`src/hw/dtc_pkg.sv`:
```
package dtc_pkg;

    // Register addresses
    localparam logic [7:0] ADDR_CTRL = 8'h88;
    localparam logic [7:0] ADDR_MODE = 8'h89;
    localparam logic [7:0] ADDR_A_LO = 8'h8A;
    localparam logic [7:0] ADDR_B_LO = 8'h8B;
    localparam logic [7:0] ADDR_A_HI = 8'h8C;
    localparam logic [7:0] ADDR_B_HI = 8'h8D;

    // Reset values
    localparam logic [7:0] CTRL_RST = 8'h00;
    localparam logic [7:0] MODE_RST = 8'h00;
    localparam logic [7:0] CNT_RST  = 8'h00;
    localparam logic [7:0] RD_NONE  = 8'h00;

    // Control register bits
    localparam int B_TF_B = 7;
    localparam int B_TR_B = 6;
    localparam int B_TF_A = 5;
    localparam int B_TR_A = 4;
    localparam int B_IE_B = 3;
    localparam int B_IT_B = 2;
    localparam int B_IE_A = 1;
    localparam int B_IT_A = 0;

    // Mode register fields
    localparam int B_GATE_B = 7;
    localparam int B_SRC_B  = 6;
    localparam int B_OP_B_H = 5;
    localparam int B_OP_B_L = 4;
    localparam int B_GATE_A = 3;
    localparam int B_SRC_A  = 2;
    localparam int B_OP_A_H = 1;
    localparam int B_OP_A_L = 0;

    // Low-byte width used by the 13-bit mode
    localparam int LO13_W = 5;

    // Pin vector positions
    localparam int P_CNT_A = 0;
    localparam int P_CNT_B = 1;
    localparam int P_IRQ_A = 2;
    localparam int P_IRQ_B = 3;
    localparam int NPINS   = 4;

    typedef enum logic [1:0] {
        OP_13    = 2'b00,
        OP_16    = 2'b01,
        OP_RLD   = 2'b10,
        OP_SPLIT = 2'b11
    } dtc_op_t;

    typedef struct packed {
        logic       rd;
        logic       wr;
        logic [7:0] addr;
        logic [7:0] wdata;
    } dtc_sfr_req_t;

    typedef struct packed {
        logic       wr;
        logic [2:0] sel;
        logic       val;
    } dtc_bit_req_t;

    typedef struct packed {
        logic tmr_a;
        logic tmr_b;
        logic irq_a;
        logic irq_b;
    } dtc_ack_t;

    typedef struct packed {
        logic [7:0] lo;
        logic [7:0] hi;
        logic       ovf;
    } dtc_cnt_t;

endpackage

```
`src/hw/dtc_timers.sv`:
```
`timescale 1ns/1ps

module dtc_timers (
    input  wire logic              i_clk,
    input  wire logic              i_rst,
    input  wire logic              i_ce,
    input  wire dtc_pkg::dtc_sfr_req_t i_sfr,
    input  wire dtc_pkg::dtc_bit_req_t i_bit,
    input  wire dtc_pkg::dtc_ack_t i_ack,
    input  wire logic              i_timer_a_count_pin,
    input  wire logic              i_timer_b_count_pin,
    input  wire logic              i_ext_irq_a_input,
    input  wire logic              i_ext_irq_b_input,
    input  wire logic              i_ext_irq_a_polarity,
    input  wire logic              i_ext_irq_b_polarity,
    input  wire logic              i_tick_a,
    input  wire logic              i_tick_b,
    output logic [7:0]             o_rdata,
    output logic                   o_timer_a_overflow_flag,
    output logic                   o_timer_b_overflow_flag,
    output logic                   o_ext_irq_a_request,
    output logic                   o_ext_irq_b_request,
    output logic                   o_timer_b_ovf_pulse
);
    import dtc_pkg::*;

    ////////////////////////////////////////////////////////////////////////
    // State

    logic [7:0]       ctrl_r;
    logic [7:0]       ctrl_nxt;
    logic [7:0]       mode_r;
    logic [7:0]       mode_nxt;
    logic [7:0]       a_lo_r;
    logic [7:0]       a_lo_nxt;
    logic [7:0]       a_hi_r;
    logic [7:0]       a_hi_nxt;
    logic [7:0]       b_lo_r;
    logic [7:0]       b_lo_nxt;
    logic [7:0]       b_hi_r;
    logic [7:0]       b_hi_nxt;
    logic [7:0]       rdata_r;
    logic [7:0]       rdata_nxt;
    logic             bpulse_r;
    logic             bpulse_nxt;
    logic [NPINS-1:0] sy1_r;
    logic [NPINS-1:0] sy2_r;
    logic [NPINS-1:0] sy3_r;
    logic [NPINS-1:0] pins;

    ////////////////////////////////////////////////////////////////////////
    // Pin sampling

    assign pins = {i_ext_irq_b_input, i_ext_irq_a_input,
                   i_timer_b_count_pin, i_timer_a_count_pin};

    always_ff @(posedge i_clk) begin
        if (i_rst) begin
            sy1_r <= '0;
            sy2_r <= '0;
            sy3_r <= '0;
        end else if (i_ce) begin
            sy1_r <= pins;
            sy2_r <= sy1_r;
            sy3_r <= sy2_r;
        end
    end

    logic fall_a;
    logic fall_b;
    logic act_a;
    logic act_b;
    logic act_a_d;
    logic act_b_d;

    assign fall_a  = sy3_r[P_CNT_A] & ~sy2_r[P_CNT_A];
    assign fall_b  = sy3_r[P_CNT_B] & ~sy2_r[P_CNT_B];
    assign act_a   = sy2_r[P_IRQ_A] ~^ i_ext_irq_a_polarity;
    assign act_b   = sy2_r[P_IRQ_B] ~^ i_ext_irq_b_polarity;
    assign act_a_d = sy3_r[P_IRQ_A] ~^ i_ext_irq_a_polarity;
    assign act_b_d = sy3_r[P_IRQ_B] ~^ i_ext_irq_b_polarity;

    ////////////////////////////////////////////////////////////////////////
    // Run and tick qualification

    dtc_op_t op_a;
    dtc_op_t op_b;
    logic    split;
    logic    run_a;
    logic    run_b;
    logic    tick_a;
    logic    tick_b;
    logic    run_ah;

    assign op_a  = dtc_op_t'(mode_r[B_OP_A_H:B_OP_A_L]);
    assign op_b  = dtc_op_t'(mode_r[B_OP_B_H:B_OP_B_L]);
    assign split = (op_a == OP_SPLIT);
    assign run_a = ctrl_r[B_TR_A]
                 & (~mode_r[B_GATE_A] | act_a);
    assign run_b = (op_b != OP_SPLIT)
                 & (split | ctrl_r[B_TR_B])
                 & (~mode_r[B_GATE_B] | act_b);
    assign tick_a = mode_r[B_SRC_A] ? fall_a : i_tick_a;
    assign tick_b = (mode_r[B_SRC_B] & ~split)
                  ? fall_b : i_tick_b;
    assign run_ah = ctrl_r[B_TR_B] & i_tick_a;

    ////////////////////////////////////////////////////////////////////////
    // Counting step for the three shared modes and the split-mode low byte

    function automatic dtc_cnt_t step(input dtc_op_t op,
                                      input logic [7:0] lo,
                                      input logic [7:0] hi);
        dtc_cnt_t r;
        logic [12:0] c13;
        logic [15:0] c16;
        c13 = {hi, lo[LO13_W-1:0]} + 13'h0001;
        c16 = {hi, lo} + 16'h0001;
        r   = '{lo: lo, hi: hi, ovf: 1'b0};
        case (op)
            OP_13: begin
                r.lo  = {lo[7:LO13_W], c13[LO13_W-1:0]};
                r.hi  = c13[12:LO13_W];
                r.ovf = &{hi, lo[LO13_W-1:0]};
            end
            OP_16: begin
                r.lo  = c16[7:0];
                r.hi  = c16[15:8];
                r.ovf = &{hi, lo};
            end
            OP_RLD: begin
                r.ovf = &lo;
                r.lo  = r.ovf ? hi : c16[7:0];
            end
            default: begin
                r.lo  = c16[7:0];
                r.ovf = &lo;
            end
        endcase
        return r;
    endfunction

    ////////////////////////////////////////////////////////////////////////
    // Next-state logic

    dtc_cnt_t sa;
    dtc_cnt_t sb;
    logic     set_tf_a;
    logic     set_tf_b;
    logic     wr_ctrl;
    logic     wr_any_a;
    logic     wr_any_b;

    assign sa = step(op_a, a_lo_r, a_hi_r);
    assign sb = step(op_b, b_lo_r, b_hi_r);
    assign wr_ctrl  = i_sfr.wr && (i_sfr.addr == ADDR_CTRL);
    assign wr_any_a = i_sfr.wr && (i_sfr.addr == ADDR_A_LO
                                || i_sfr.addr == ADDR_A_HI);
    assign wr_any_b = i_sfr.wr && (i_sfr.addr == ADDR_B_LO
                                || i_sfr.addr == ADDR_B_HI);

    always_comb begin
        a_lo_nxt   = a_lo_r;
        a_hi_nxt   = a_hi_r;
        b_lo_nxt   = b_lo_r;
        b_hi_nxt   = b_hi_r;
        set_tf_a   = 1'b0;
        set_tf_b   = 1'b0;
        bpulse_nxt = 1'b0;
        // Timer A
        if (run_a && tick_a) begin
            a_lo_nxt = sa.lo;
            a_hi_nxt = split ? a_hi_r : sa.hi;
            set_tf_a = sa.ovf;
        end
        if (split && run_ah) begin
            a_hi_nxt = a_hi_r + 8'h01;
            set_tf_b = &a_hi_r;
        end
        // Timer B
        if (run_b && tick_b) begin
            b_lo_nxt   = sb.lo;
            b_hi_nxt   = sb.hi;
            bpulse_nxt = sb.ovf;
            if (!split) begin
                set_tf_b = set_tf_b | sb.ovf;
            end
        end
        // Software byte writes take priority over counting
        if (i_sfr.wr) begin
            case (i_sfr.addr)
                ADDR_A_LO: a_lo_nxt = i_sfr.wdata;
                ADDR_A_HI: a_hi_nxt = i_sfr.wdata;
                ADDR_B_LO: b_lo_nxt = i_sfr.wdata;
                ADDR_B_HI: b_hi_nxt = i_sfr.wdata;
                default:   ;
            endcase
        end
    end

    always_comb begin
        ctrl_nxt = wr_ctrl ? i_sfr.wdata : ctrl_r;
        if (i_bit.wr) begin
            ctrl_nxt[i_bit.sel] = i_bit.val;
        end
        mode_nxt = (i_sfr.wr && i_sfr.addr == ADDR_MODE)
                 ? i_sfr.wdata : mode_r;
        // Vectoring clears, then hardware sets win
        if (i_ack.tmr_a) begin
            ctrl_nxt[B_TF_A] = 1'b0;
        end
        if (i_ack.tmr_b) begin
            ctrl_nxt[B_TF_B] = 1'b0;
        end
        if (i_ack.irq_a && ctrl_r[B_IT_A]) begin
            ctrl_nxt[B_IE_A] = 1'b0;
        end
        if (i_ack.irq_b && ctrl_r[B_IT_B]) begin
            ctrl_nxt[B_IE_B] = 1'b0;
        end
        ctrl_nxt[B_TF_A] = ctrl_nxt[B_TF_A] | set_tf_a;
        ctrl_nxt[B_TF_B] = ctrl_nxt[B_TF_B] | set_tf_b;
        if (ctrl_r[B_IT_A]) begin
            ctrl_nxt[B_IE_A] = ctrl_nxt[B_IE_A] | (act_a & ~act_a_d);
        end else begin
            ctrl_nxt[B_IE_A] = act_a;
        end
        if (ctrl_r[B_IT_B]) begin
            ctrl_nxt[B_IE_B] = ctrl_nxt[B_IE_B] | (act_b & ~act_b_d);
        end else begin
            ctrl_nxt[B_IE_B] = act_b;
        end
        // Read port
        rdata_nxt = rdata_r;
        if (i_sfr.rd) begin
            case (i_sfr.addr)
                ADDR_CTRL: rdata_nxt = ctrl_r;
                ADDR_MODE: rdata_nxt = mode_r;
                ADDR_A_LO: rdata_nxt = a_lo_r;
                ADDR_A_HI: rdata_nxt = a_hi_r;
                ADDR_B_LO: rdata_nxt = b_lo_r;
                ADDR_B_HI: rdata_nxt = b_hi_r;
                default:   rdata_nxt = RD_NONE;
            endcase
        end
    end

    ////////////////////////////////////////////////////////////////////////
    // Registers

    always_ff @(posedge i_clk) begin
        if (i_rst) begin
            ctrl_r   <= CTRL_RST;
            mode_r   <= MODE_RST;
            a_lo_r   <= CNT_RST;
            a_hi_r   <= CNT_RST;
            b_lo_r   <= CNT_RST;
            b_hi_r   <= CNT_RST;
            rdata_r  <= RD_NONE;
            bpulse_r <= 1'b0;
        end else if (i_ce) begin
            ctrl_r   <= ctrl_nxt;
            mode_r   <= mode_nxt;
            a_lo_r   <= a_lo_nxt;
            a_hi_r   <= a_hi_nxt;
            b_lo_r   <= b_lo_nxt;
            b_hi_r   <= b_hi_nxt;
            rdata_r  <= rdata_nxt;
            bpulse_r <= bpulse_nxt;
        end
    end

    assign o_rdata                 = rdata_r;
    assign o_timer_a_overflow_flag = ctrl_r[B_TF_A];
    assign o_timer_b_overflow_flag = ctrl_r[B_TF_B];
    assign o_ext_irq_a_request     = ctrl_r[B_IE_A];
    assign o_ext_irq_b_request     = ctrl_r[B_IE_B];
    assign o_timer_b_ovf_pulse     = bpulse_r;

    logic quiet;
    assign quiet = !i_sfr.wr && !i_bit.wr && !i_ack.tmr_a && !i_ack.tmr_b;
endmodule

```
`config.mk`:
```
export PLATFORM = sky130hd
export DESIGN_NAME = dtc_timers
export DESIGN_NICKNAME = d
export VERILOG_FILES = /design/src/hw/dtc_pkg.sv /design/src/hw/dtc_timers.sv
export SDC_FILE = /design/constraint.sdc
export NUM_CORES = 1
export LEC_CHECK = 0
export ABC_AREA = 1
export BUFFER_PORTS_ARGS = -buffer_cell sky130_fd_sc_hd__buf_2
export CAP_MARGIN = 40
export CORE_ASPECT_RATIO = 2
export CORE_UTILIZATION = 55
export CTS_BUF_LIST = sky130_fd_sc_hd__clkbuf_4
export CTS_CLUSTER_SIZE = 24
export DETAILED_ROUTE_END_ITERATION = 10
export GPL_ROUTABILITY_DRIVEN = 1
export PLACE_DENSITY = 0.9
export SKIP_LAST_GASP = 1
export SLEW_MARGIN = 5
export SYNTH_ARGS = -nofsm -noshare
export SYNTH_HDL_FRONTEND = slang
export SYNTH_SLANG_ARGS = --single-unit
```
`constraint.sdc`:
```
create_clock -name i_clk -period 1.9 [get_ports i_clk]
set_clock_uncertainty 0.2 [all_clocks]
set_input_delay 0.38 -clock i_clk [delete_from_list [all_inputs] [get_ports i_clk]]
set_output_delay 0.38 -clock i_clk [all_outputs]
set_load 0.02 [all_outputs]
```
==> flow_metrics.env, run 1 <==
export IMPL_die_height_um=143
export IMPL_rows=51
export IMPL_synth_nets=980
export IMPL_ys_types=34
export IMPL_htreeDepth=3
export IMPL_cts_made_buffers=9
export IMPL_routabilityCongestion=1.08
export IMPL_io_pins=51
export IMPL_cts_sinks=69
export IMPL_dp_cells=1231
export IMPL_die_w_um=72.3
export IMPL_ys_ff_latch=69
export IMPL_synth_edff_count=0
export IMPL_grt_use_total_pct=49.7
export IMPL_yosysSeqAreaShare_pct=25.4
export IMPL_ys_warn_count=0
export IMPL_synth_cells=939
export IMPL_start_util_pct=56.1
export IMPL_grt_max_degree=50
export IMPL_ys_flop_type="dfxtp_1"
export IMPL_portBuffers=50
export IMPL_synth_area_um2=5440
export IMPL_async_reset_ff_share_pct=0
export IMPL_syn_avg_cell_area_um2=5.79
export IMPL_grt_pass1_wl_um=39200
export IMPL_lastStage="5_1_grt"
export IMPL_pre_cts_slack_ns=-0.164
export IMPL_synth_top_area_cell="dfxtp_1"
export IMPL_cts_buffer_depth=2
export IMPL_cts_root_buf="clkbuf_4"
export IMPL_error_line="[ERROR GRT-0116] Global routing finished with congestion. Check the congestion regions in the DRC Viewer."
export IMPL_synth_area_leaders="dfxtp_1 (25%), nand2_1 (18%), a21oi_1 (11%)"
export IMPL_synth_top_cell_area_share_pct=25.4
export IMPL_run_status="stopped before the end"
export IMPL_place_hpwl_um=17400
export IMPL_grt_overflow=1
export IMPL_first_global_vias=7874
[routing by layer]
metal | track usage [%] | overflow
met3 | 19.2 | 0
met1 | 45.3 | 0
met2 | 80.0 | 0
met4 | 49.8 | 1
met5 | 2.65 | 0
[synthesized netlist by cell type, types with 7 or more instances]
cell / count
nor2_1: 82
nor3_1: 8
o21ai_0: 79
a221oi_1: 7
dfxtp_1: 69
nand3_1: 81
nor2_2: 9
inv_1: 107
buf_2: 11
o22ai_1: 10
o211ai_1: 18
a21oi_1: 115
clkbuf_1: 14
nand2_1: 261
[kinds of logic after synthesis]
family,Yosys count,share of synthesized area (%)
xor+xnor,3,0.483
simple gates,464,36.6
fa+ha+maj,3,0.691
buf+inv,150,11.6
compound gates,250,25.2
flops,69,25.4
[what timing repair did]
action                                 CTS
setup endpoints to repair               27
setup buffers                            2
gates resized for setup                 37
pin swaps                               10
endpoints found under the hold margin    4
hold buffers                             4
[metrics by stage]
stage	TNS, ns	hold slack, ns	instance area [um^2]
after floorplan	0	0.249	5440
after global placement	-2.02	0.256	6790
after detailed placement	-4.03	0.274	6790
after CTS	-0.218	0.0396	7110
==> inputs of run 2 (changes only) <==
--- a/config.mk
+++ b/config.mk
@@ -8,13 +8,10 @@
 export ABC_AREA = 1
 export BUFFER_PORTS_ARGS = -buffer_cell sky130_fd_sc_hd__buf_2
 export CAP_MARGIN = 40
-export CORE_ASPECT_RATIO = 2
-export CORE_UTILIZATION = 55
-export CTS_BUF_LIST = sky130_fd_sc_hd__clkbuf_4
-export CTS_CLUSTER_SIZE = 24
+export CORE_UTILIZATION = 40
 export DETAILED_ROUTE_END_ITERATION = 10
 export GPL_ROUTABILITY_DRIVEN = 1
-export PLACE_DENSITY = 0.9
+export PLACE_DENSITY_LB_ADDON = 0.15
 export SKIP_LAST_GASP = 1
 export SLEW_MARGIN = 5
 export SYNTH_ARGS = -nofsm -noshare
==> constraint.sdc (replaced) <==
create_clock -name i_clk -period 2.5 [get_ports i_clk]
set_clock_uncertainty 0.2 [all_clocks]
set_input_delay 0.5 -clock i_clk [delete_from_list [all_inputs] [get_ports i_clk]]
set_output_delay 0.5 -clock i_clk [all_outputs]
set_load 0.02 [all_outputs]
==> flow_metrics.env, run 2 <==
export IMPL_synth_edff_count=0
export IMPL_synth_compound_area_share_pct=25.2
export IMPL_final_setup_viol_count=0
export IMPL_portBuffers=50
export IMPL_place_hpwl_um=14500
export IMPL_grt_overflow=0
export IMPL_antenna_found_initial=0
export IMPL_start_util_pct=41.1
export IMPL_irDropWorstVdd_v=0.000468
export IMPL_crit_buf_inv=1
export IMPL_ctsHoldBuffers=0
export IMPL_final_fill_count=1464
export IMPL_htreeDepth=3
export IMPL_placed_area_um2=5960
export IMPL_register_area_um2=1380
export IMPL_rsz0062_at_grt="false"
export IMPL_cts_made_buffers=9
export IMPL_die_w_um=119
export IMPL_finalMaxSlewViolations=0
export IMPL_fin_nets=1038
export IMPL_yosysMostFrequentCell="nand2_1"
export IMPL_arrival_ns=2.37
export IMPL_period_share_pct=91.6
export IMPL_clock_latency_ns=0.36
export IMPL_fmax_mhz=437
export IMPL_drt_iter0_drc=670
export IMPL_ys_flop_type="dfxtp_1"
export IMPL_post_route_worst_setup_slack_ns=0.210
export IMPL_fin_cells=1178
export IMPL_dp_cells=1162
export IMPL_area_growth_pct=15.3
export IMPL_routedWlPerCell_um=16.8
export IMPL_cts_sinks=69
export IMPL_worst_setup_path_start_kind="register"
export IMPL_layout_drive_gt1_share_pct=13.5
export IMPL_routed_wl_um=19800
export IMPL_coreArea_um2=13200
export IMPL_cp_cell_sequence="ha_1 -> nand2_1 -> inv_1 -> nand3_1 -> nor2_1 -> nand2_1 -> a21oi_1 -> o21ai_0 -> a31oi_1"
export IMPL_routed_via_density=5.47
export IMPL_seqPwrFrac_pct=41.3
export IMPL_first_global_vias=5797
export IMPL_synth_common_cells="nand2_1 (261), a21oi_1 (115), inv_1 (107)"
export IMPL_synthAdderAreaFrac_pct=0.690
export IMPL_cpMaxStageDelayCell="dfxtp_1"
export IMPL_crit_family="flip-flops"
export IMPL_dieArea_um2=14100
export IMPL_cts_buffer_depth=2
export IMPL_grt_max_degree=44
export IMPL_period_needed_ns=2.29
export IMPL_cts_resized=0
export IMPL_yosysSeqAreaShare_pct=25.4
export IMPL_synth_xor_area_share_pct=0.483
export IMPL_ys_ff_latch=69
export IMPL_switching_share_pct=27.5
export IMPL_syn_avg_cell_area_um2=5.79
export IMPL_grt_use_total_pct=28.8
export IMPL_detail_route_antenna_nets=0
export IMPL_drc=0
export IMPL_cp_max_fo=7
export IMPL_synthMuxAreaShare_pct=0
export IMPL_max_slew_worst_pin_slew_ns=0.895
export IMPL_antenna_cells=0
export IMPL_hold_violations=0
export IMPL_run_status="finished, final reports clean"
export IMPL_finalSetupTns_ns=0
export IMPL_final_core_util_pct=47.3
export IMPL_grt_pass1_wl_um=31300
export IMPL_final_common_cell="nand2_1"
export IMPL_comb_power_share_pct=10.1
export IMPL_cts_tree="built"
export IMPL_timing_hold_ws_ns=0.174
export IMPL_synth_top_family_by_area="simple AND/OR/NAND/NOR gates"
export IMPL_async_reset_ff_share_pct=0
export IMPL_finalInstanceArea_um2=6270
export IMPL_crit_top_cell="nand2_1"
export IMPL_multi_input_comb_area_um2=3420
export IMPL_p_per_area_nw_per_um2=445
export IMPL_finalPower_mw=2.79
export IMPL_ys_types=34
export IMPL_rows=42
export IMPL_critPathMaxStageDelay_ns=0.56
export IMPL_worstSetupPathType="register to register"
export IMPL_vias=6440
export IMPL_synth_top_area_cell="dfxtp_1"
export IMPL_io_pins=51
export IMPL_hold_class="primary input to register"
export IMPL_synth_area_leaders="dfxtp_1 (25%), nand2_1 (18%), a21oi_1 (11%)"
export IMPL_maxSlewHeadroom_pct=40.1
export IMPL_path_clk_slew_ns=0.07
export IMPL_synth_cells=939
export IMPL_p_clk_share_pct=48.7
export IMPL_routabilityCongestion=0.981
export IMPL_post_cts_repair_setup_buffers=0
export IMPL_maxCapViolCount=0
export IMPL_synth_top_cell_area_share_pct=25.4
export IMPL_cp_required_ns=2.58
export IMPL_ys_warn_count=0
export IMPL_die_height_um=119
export IMPL_leakage_nw=2.71
export IMPL_internal_power_mw=2.02
export IMPL_cts_root_buf="clkbuf_16"
export IMPL_most_common_layout_cells="nand2_1 (261), a21oi_1 (115), inv_1 (106), nor2_1 (82), nand3_1 (81)"
export IMPL_crit_path_end_kind="register"
export IMPL_pre_cts_slack_ns=0.199
export IMPL_dr_pass1_iters=5
export IMPL_synth_simple_area_share_pct=36.6
export IMPL_p_switching_mw=0.767
export IMPL_synth_area_um2=5440
export IMPL_synth_nets=980
run 2: final timing paths:
kind / start / endpoint / slack (ns) / depth (start not counted)
min: i_timer_b_count_pin / sy1_r[1] / 0.17 / 3
max reg2reg: a_hi_r[0] / ctrl_r[5] / 0.21 / 9
max: a_hi_r[0] / ctrl_r[5] / 0.21 / 9
min reg2reg: o_timer_b_ovf_pulse / o_timer_b_ovf_pulse / 0.26 / 2
run 2: metal layers:
metal	global-route usage, %	up-vias	part of all wire [%]
met5	0	-	0
met4	11.6	0	2.7
met3	5.41	28	6.3
met2	45.9	234	46
met1	38.0	2958	45
li1	-	3220	-
run 2: final cells by class:
class	instances	share of cell area, %
Tap cell	176	3.51
Clock buffer	10	3.81
Multi-Input combinational cell	720	54.6
Timing Repair Buffer	82	8.02
Sequential cell	69	22.0
Clock inverter	6	1.12
Inverter	115	6.89
run 2: power by group through the flow:
stage / sequential, mW / clock, mW / combinational, mW
3_5_place_dp: 1.17 / 0 / 0.277
3_3_place_gp: 1.17 / 0 / 0.275
4_1_cts: 1.15 / 1.38 / 0.278
6_report: 1.15 / 1.36 / 0.280
5_1_grt: 1.15 / 1.42 / 0.307
2_1_floorplan: 1.18 / 0 / 0.153
run 2: worst reg2reg max path: cells and delay by family, from the launching register on:
kind / cells / cell delay (ns)
and+or+nand+nor: 4 / 0.52
buffers and inverters: 1 / 0.08
adders and majority gates: 1 / 0.35
DFF: 1 / 0.56
AOI/OAI and AO/OA: 3 / 0.50
run 2: logic make-up (layout without fill, tap and decap cells):
group,after synthesis,count (layout)
DFF,69,69
AOI/OAI and AO/OA,250,250
and+or+nand+nor,464,464
adders and majority gates,3,3
buffers and inverters,150,213
xor gates and xnor gates,3,3
No activity file was read; power rests on OpenSTA's default activity.
==> inputs of run 3 (changes only) <==
==> constraint.sdc (replaced) <==
create_clock -name i_clk -period 2.85 [get_ports i_clk]
set_clock_uncertainty 0.2 [all_clocks]
set_input_delay 0.57 -clock i_clk [delete_from_list [all_inputs] [get_ports i_clk]]
set_output_delay 0.57 -clock i_clk [all_outputs]
set_load 0.02 [all_outputs]
==> flow_metrics.env, run 3 (same netlist as run 2, synthesis figures left out) <==
export IMPL_grt_max_degree=49
export IMPL_finalSetupTns_ns=0
export IMPL_ctsHoldBuffers=0
export IMPL_routabilityCongestion=0.936
export IMPL_crit_path_end_kind="register"
export IMPL_most_common_layout_cells="nand2_1 (261), a21oi_1 (115), inv_1 (106), nor2_1 (82), nand3_1 (81)"
export IMPL_cp_max_fo=7
export IMPL_cp_required_ns=2.87
export IMPL_run_status="finished, final reports clean"
export IMPL_post_route_worst_setup_slack_ns=0.516
export IMPL_finalPower_mw=2.31
export IMPL_worstSetupPathType="register to register"
export IMPL_path_clk_slew_ns=0.06
export IMPL_leakage_nw=2.63
export IMPL_portBuffers=50
export IMPL_fin_cells=1166
export IMPL_arrival_ns=2.35
export IMPL_period_share_pct=81.9
export IMPL_antenna_found_initial=0
export IMPL_maxCapViolCount=0
export IMPL_pre_cts_slack_ns=0.437
export IMPL_routed_via_density=5.50
export IMPL_fin_nets=1027
export IMPL_rsz0062_at_grt="false"
export IMPL_routed_wl_um=19000
export IMPL_drc=0
export IMPL_die_height_um=119
export IMPL_coreArea_um2=13200
export IMPL_cts_root_buf="clkbuf_16"
export IMPL_io_pins=51
export IMPL_grt_overflow=0
export IMPL_finalInstanceArea_um2=6140
export IMPL_grt_pass1_wl_um=30500
export IMPL_dr_pass1_iters=5
export IMPL_die_w_um=119
export IMPL_irDropWorstVdd_v=0.000311
export IMPL_place_hpwl_um=14400
export IMPL_area_growth_pct=13.0
export IMPL_hold_class="primary input to register"
export IMPL_period_needed_ns=2.33
export IMPL_dieArea_um2=14100
export IMPL_maxSlewHeadroom_pct=59.1
export IMPL_detail_route_antenna_nets=0
export IMPL_htreeDepth=3
export IMPL_grt_use_total_pct=27.5
export IMPL_worst_setup_path_start_kind="register"
export IMPL_fmax_mhz=428
export IMPL_post_cts_repair_setup_buffers=0
export IMPL_cts_made_buffers=9
export IMPL_final_core_util_pct=46.4
export IMPL_cts_buffer_depth=2
export IMPL_layout_drive_gt1_share_pct=12.3
export IMPL_dp_cells=1151
export IMPL_cts_sinks=69
export IMPL_timing_hold_ws_ns=0.248
export IMPL_clock_latency_ns=0.35
export IMPL_hold_violations=0
export IMPL_final_common_cell="nand2_1"
export IMPL_first_global_vias=5784
export IMPL_routedWlPerCell_um=16.3
export IMPL_drt_iter0_drc=715
export IMPL_finalMaxSlewViolations=0
export IMPL_max_slew_worst_pin_slew_ns=0.612
export IMPL_vias=6412
export IMPL_final_setup_viol_count=0
export IMPL_p_per_area_nw_per_um2=376
export IMPL_cts_resized=0
export IMPL_antenna_cells=0
export IMPL_start_util_pct=41.1
export IMPL_cts_tree="built"
export IMPL_placed_area_um2=5880
export IMPL_rows=42
## run 3: cell count changes in the layout (fill, tap and decap cells not counted), sizes merged
cell / before / now
bufinv: 1 / 0
buf: 82 / 71
## run 3: path summary, 6_finish.rpt
kind                            start             endpoint  slack (ns)  depth (start not counted)
hold reg to reg   o_timer_b_ovf_pulse  o_timer_b_ovf_pulse        0.28                          2
hold / removal      i_ext_irq_a_input             sy1_r[2]        0.25                          3
setup / recovery            a_lo_r[1]            a_lo_r[6]        0.52                         12
setup reg to reg            a_lo_r[1]            a_lo_r[6]        0.52                         12
## run 3: cell type report
type                    count  area, um^2
clock buffers              10         229
clock inverters             5        36.3
fillers                  1484        7100
inverters                 115         432
multi-input cells         720        3420
flip-flops and latches     69        1380
well taps                 176         220
repair buffers             71         420
## run 3: critical path: stages (launching register included)
cell and delay [ns]:
dfxtp_1 0.49, ha_1 0.25, nand2_2 0.10, nor2_4 0.24
nand2_4 0.12, nor2_1 0.24, inv_1 0.11, nand4_1 0.08
o21ai_1 0.07, nand3_1 0.07, nand2_1 0.06, a21oi_1 0.14
nor2_1 0.05
## run 3: report_power, final
part / internal (mW) / switching [mW]
clock: 0.586 / 0.467
sequential: 0.990 / 0.0209
combinational: 0.0786 / 0.164
## run 3: per-layer routing
metal / vias to the layer above / wire (um) / global-route usage [%]
met5: - / 0 / 0
met4: 0 / 474 / 9.57
met3: 40 / 1270 / 4.01
met2: 234 / 8420 / 43.2
met1: 2936 / 8860 / 38.2
li1: 3202 / - / -
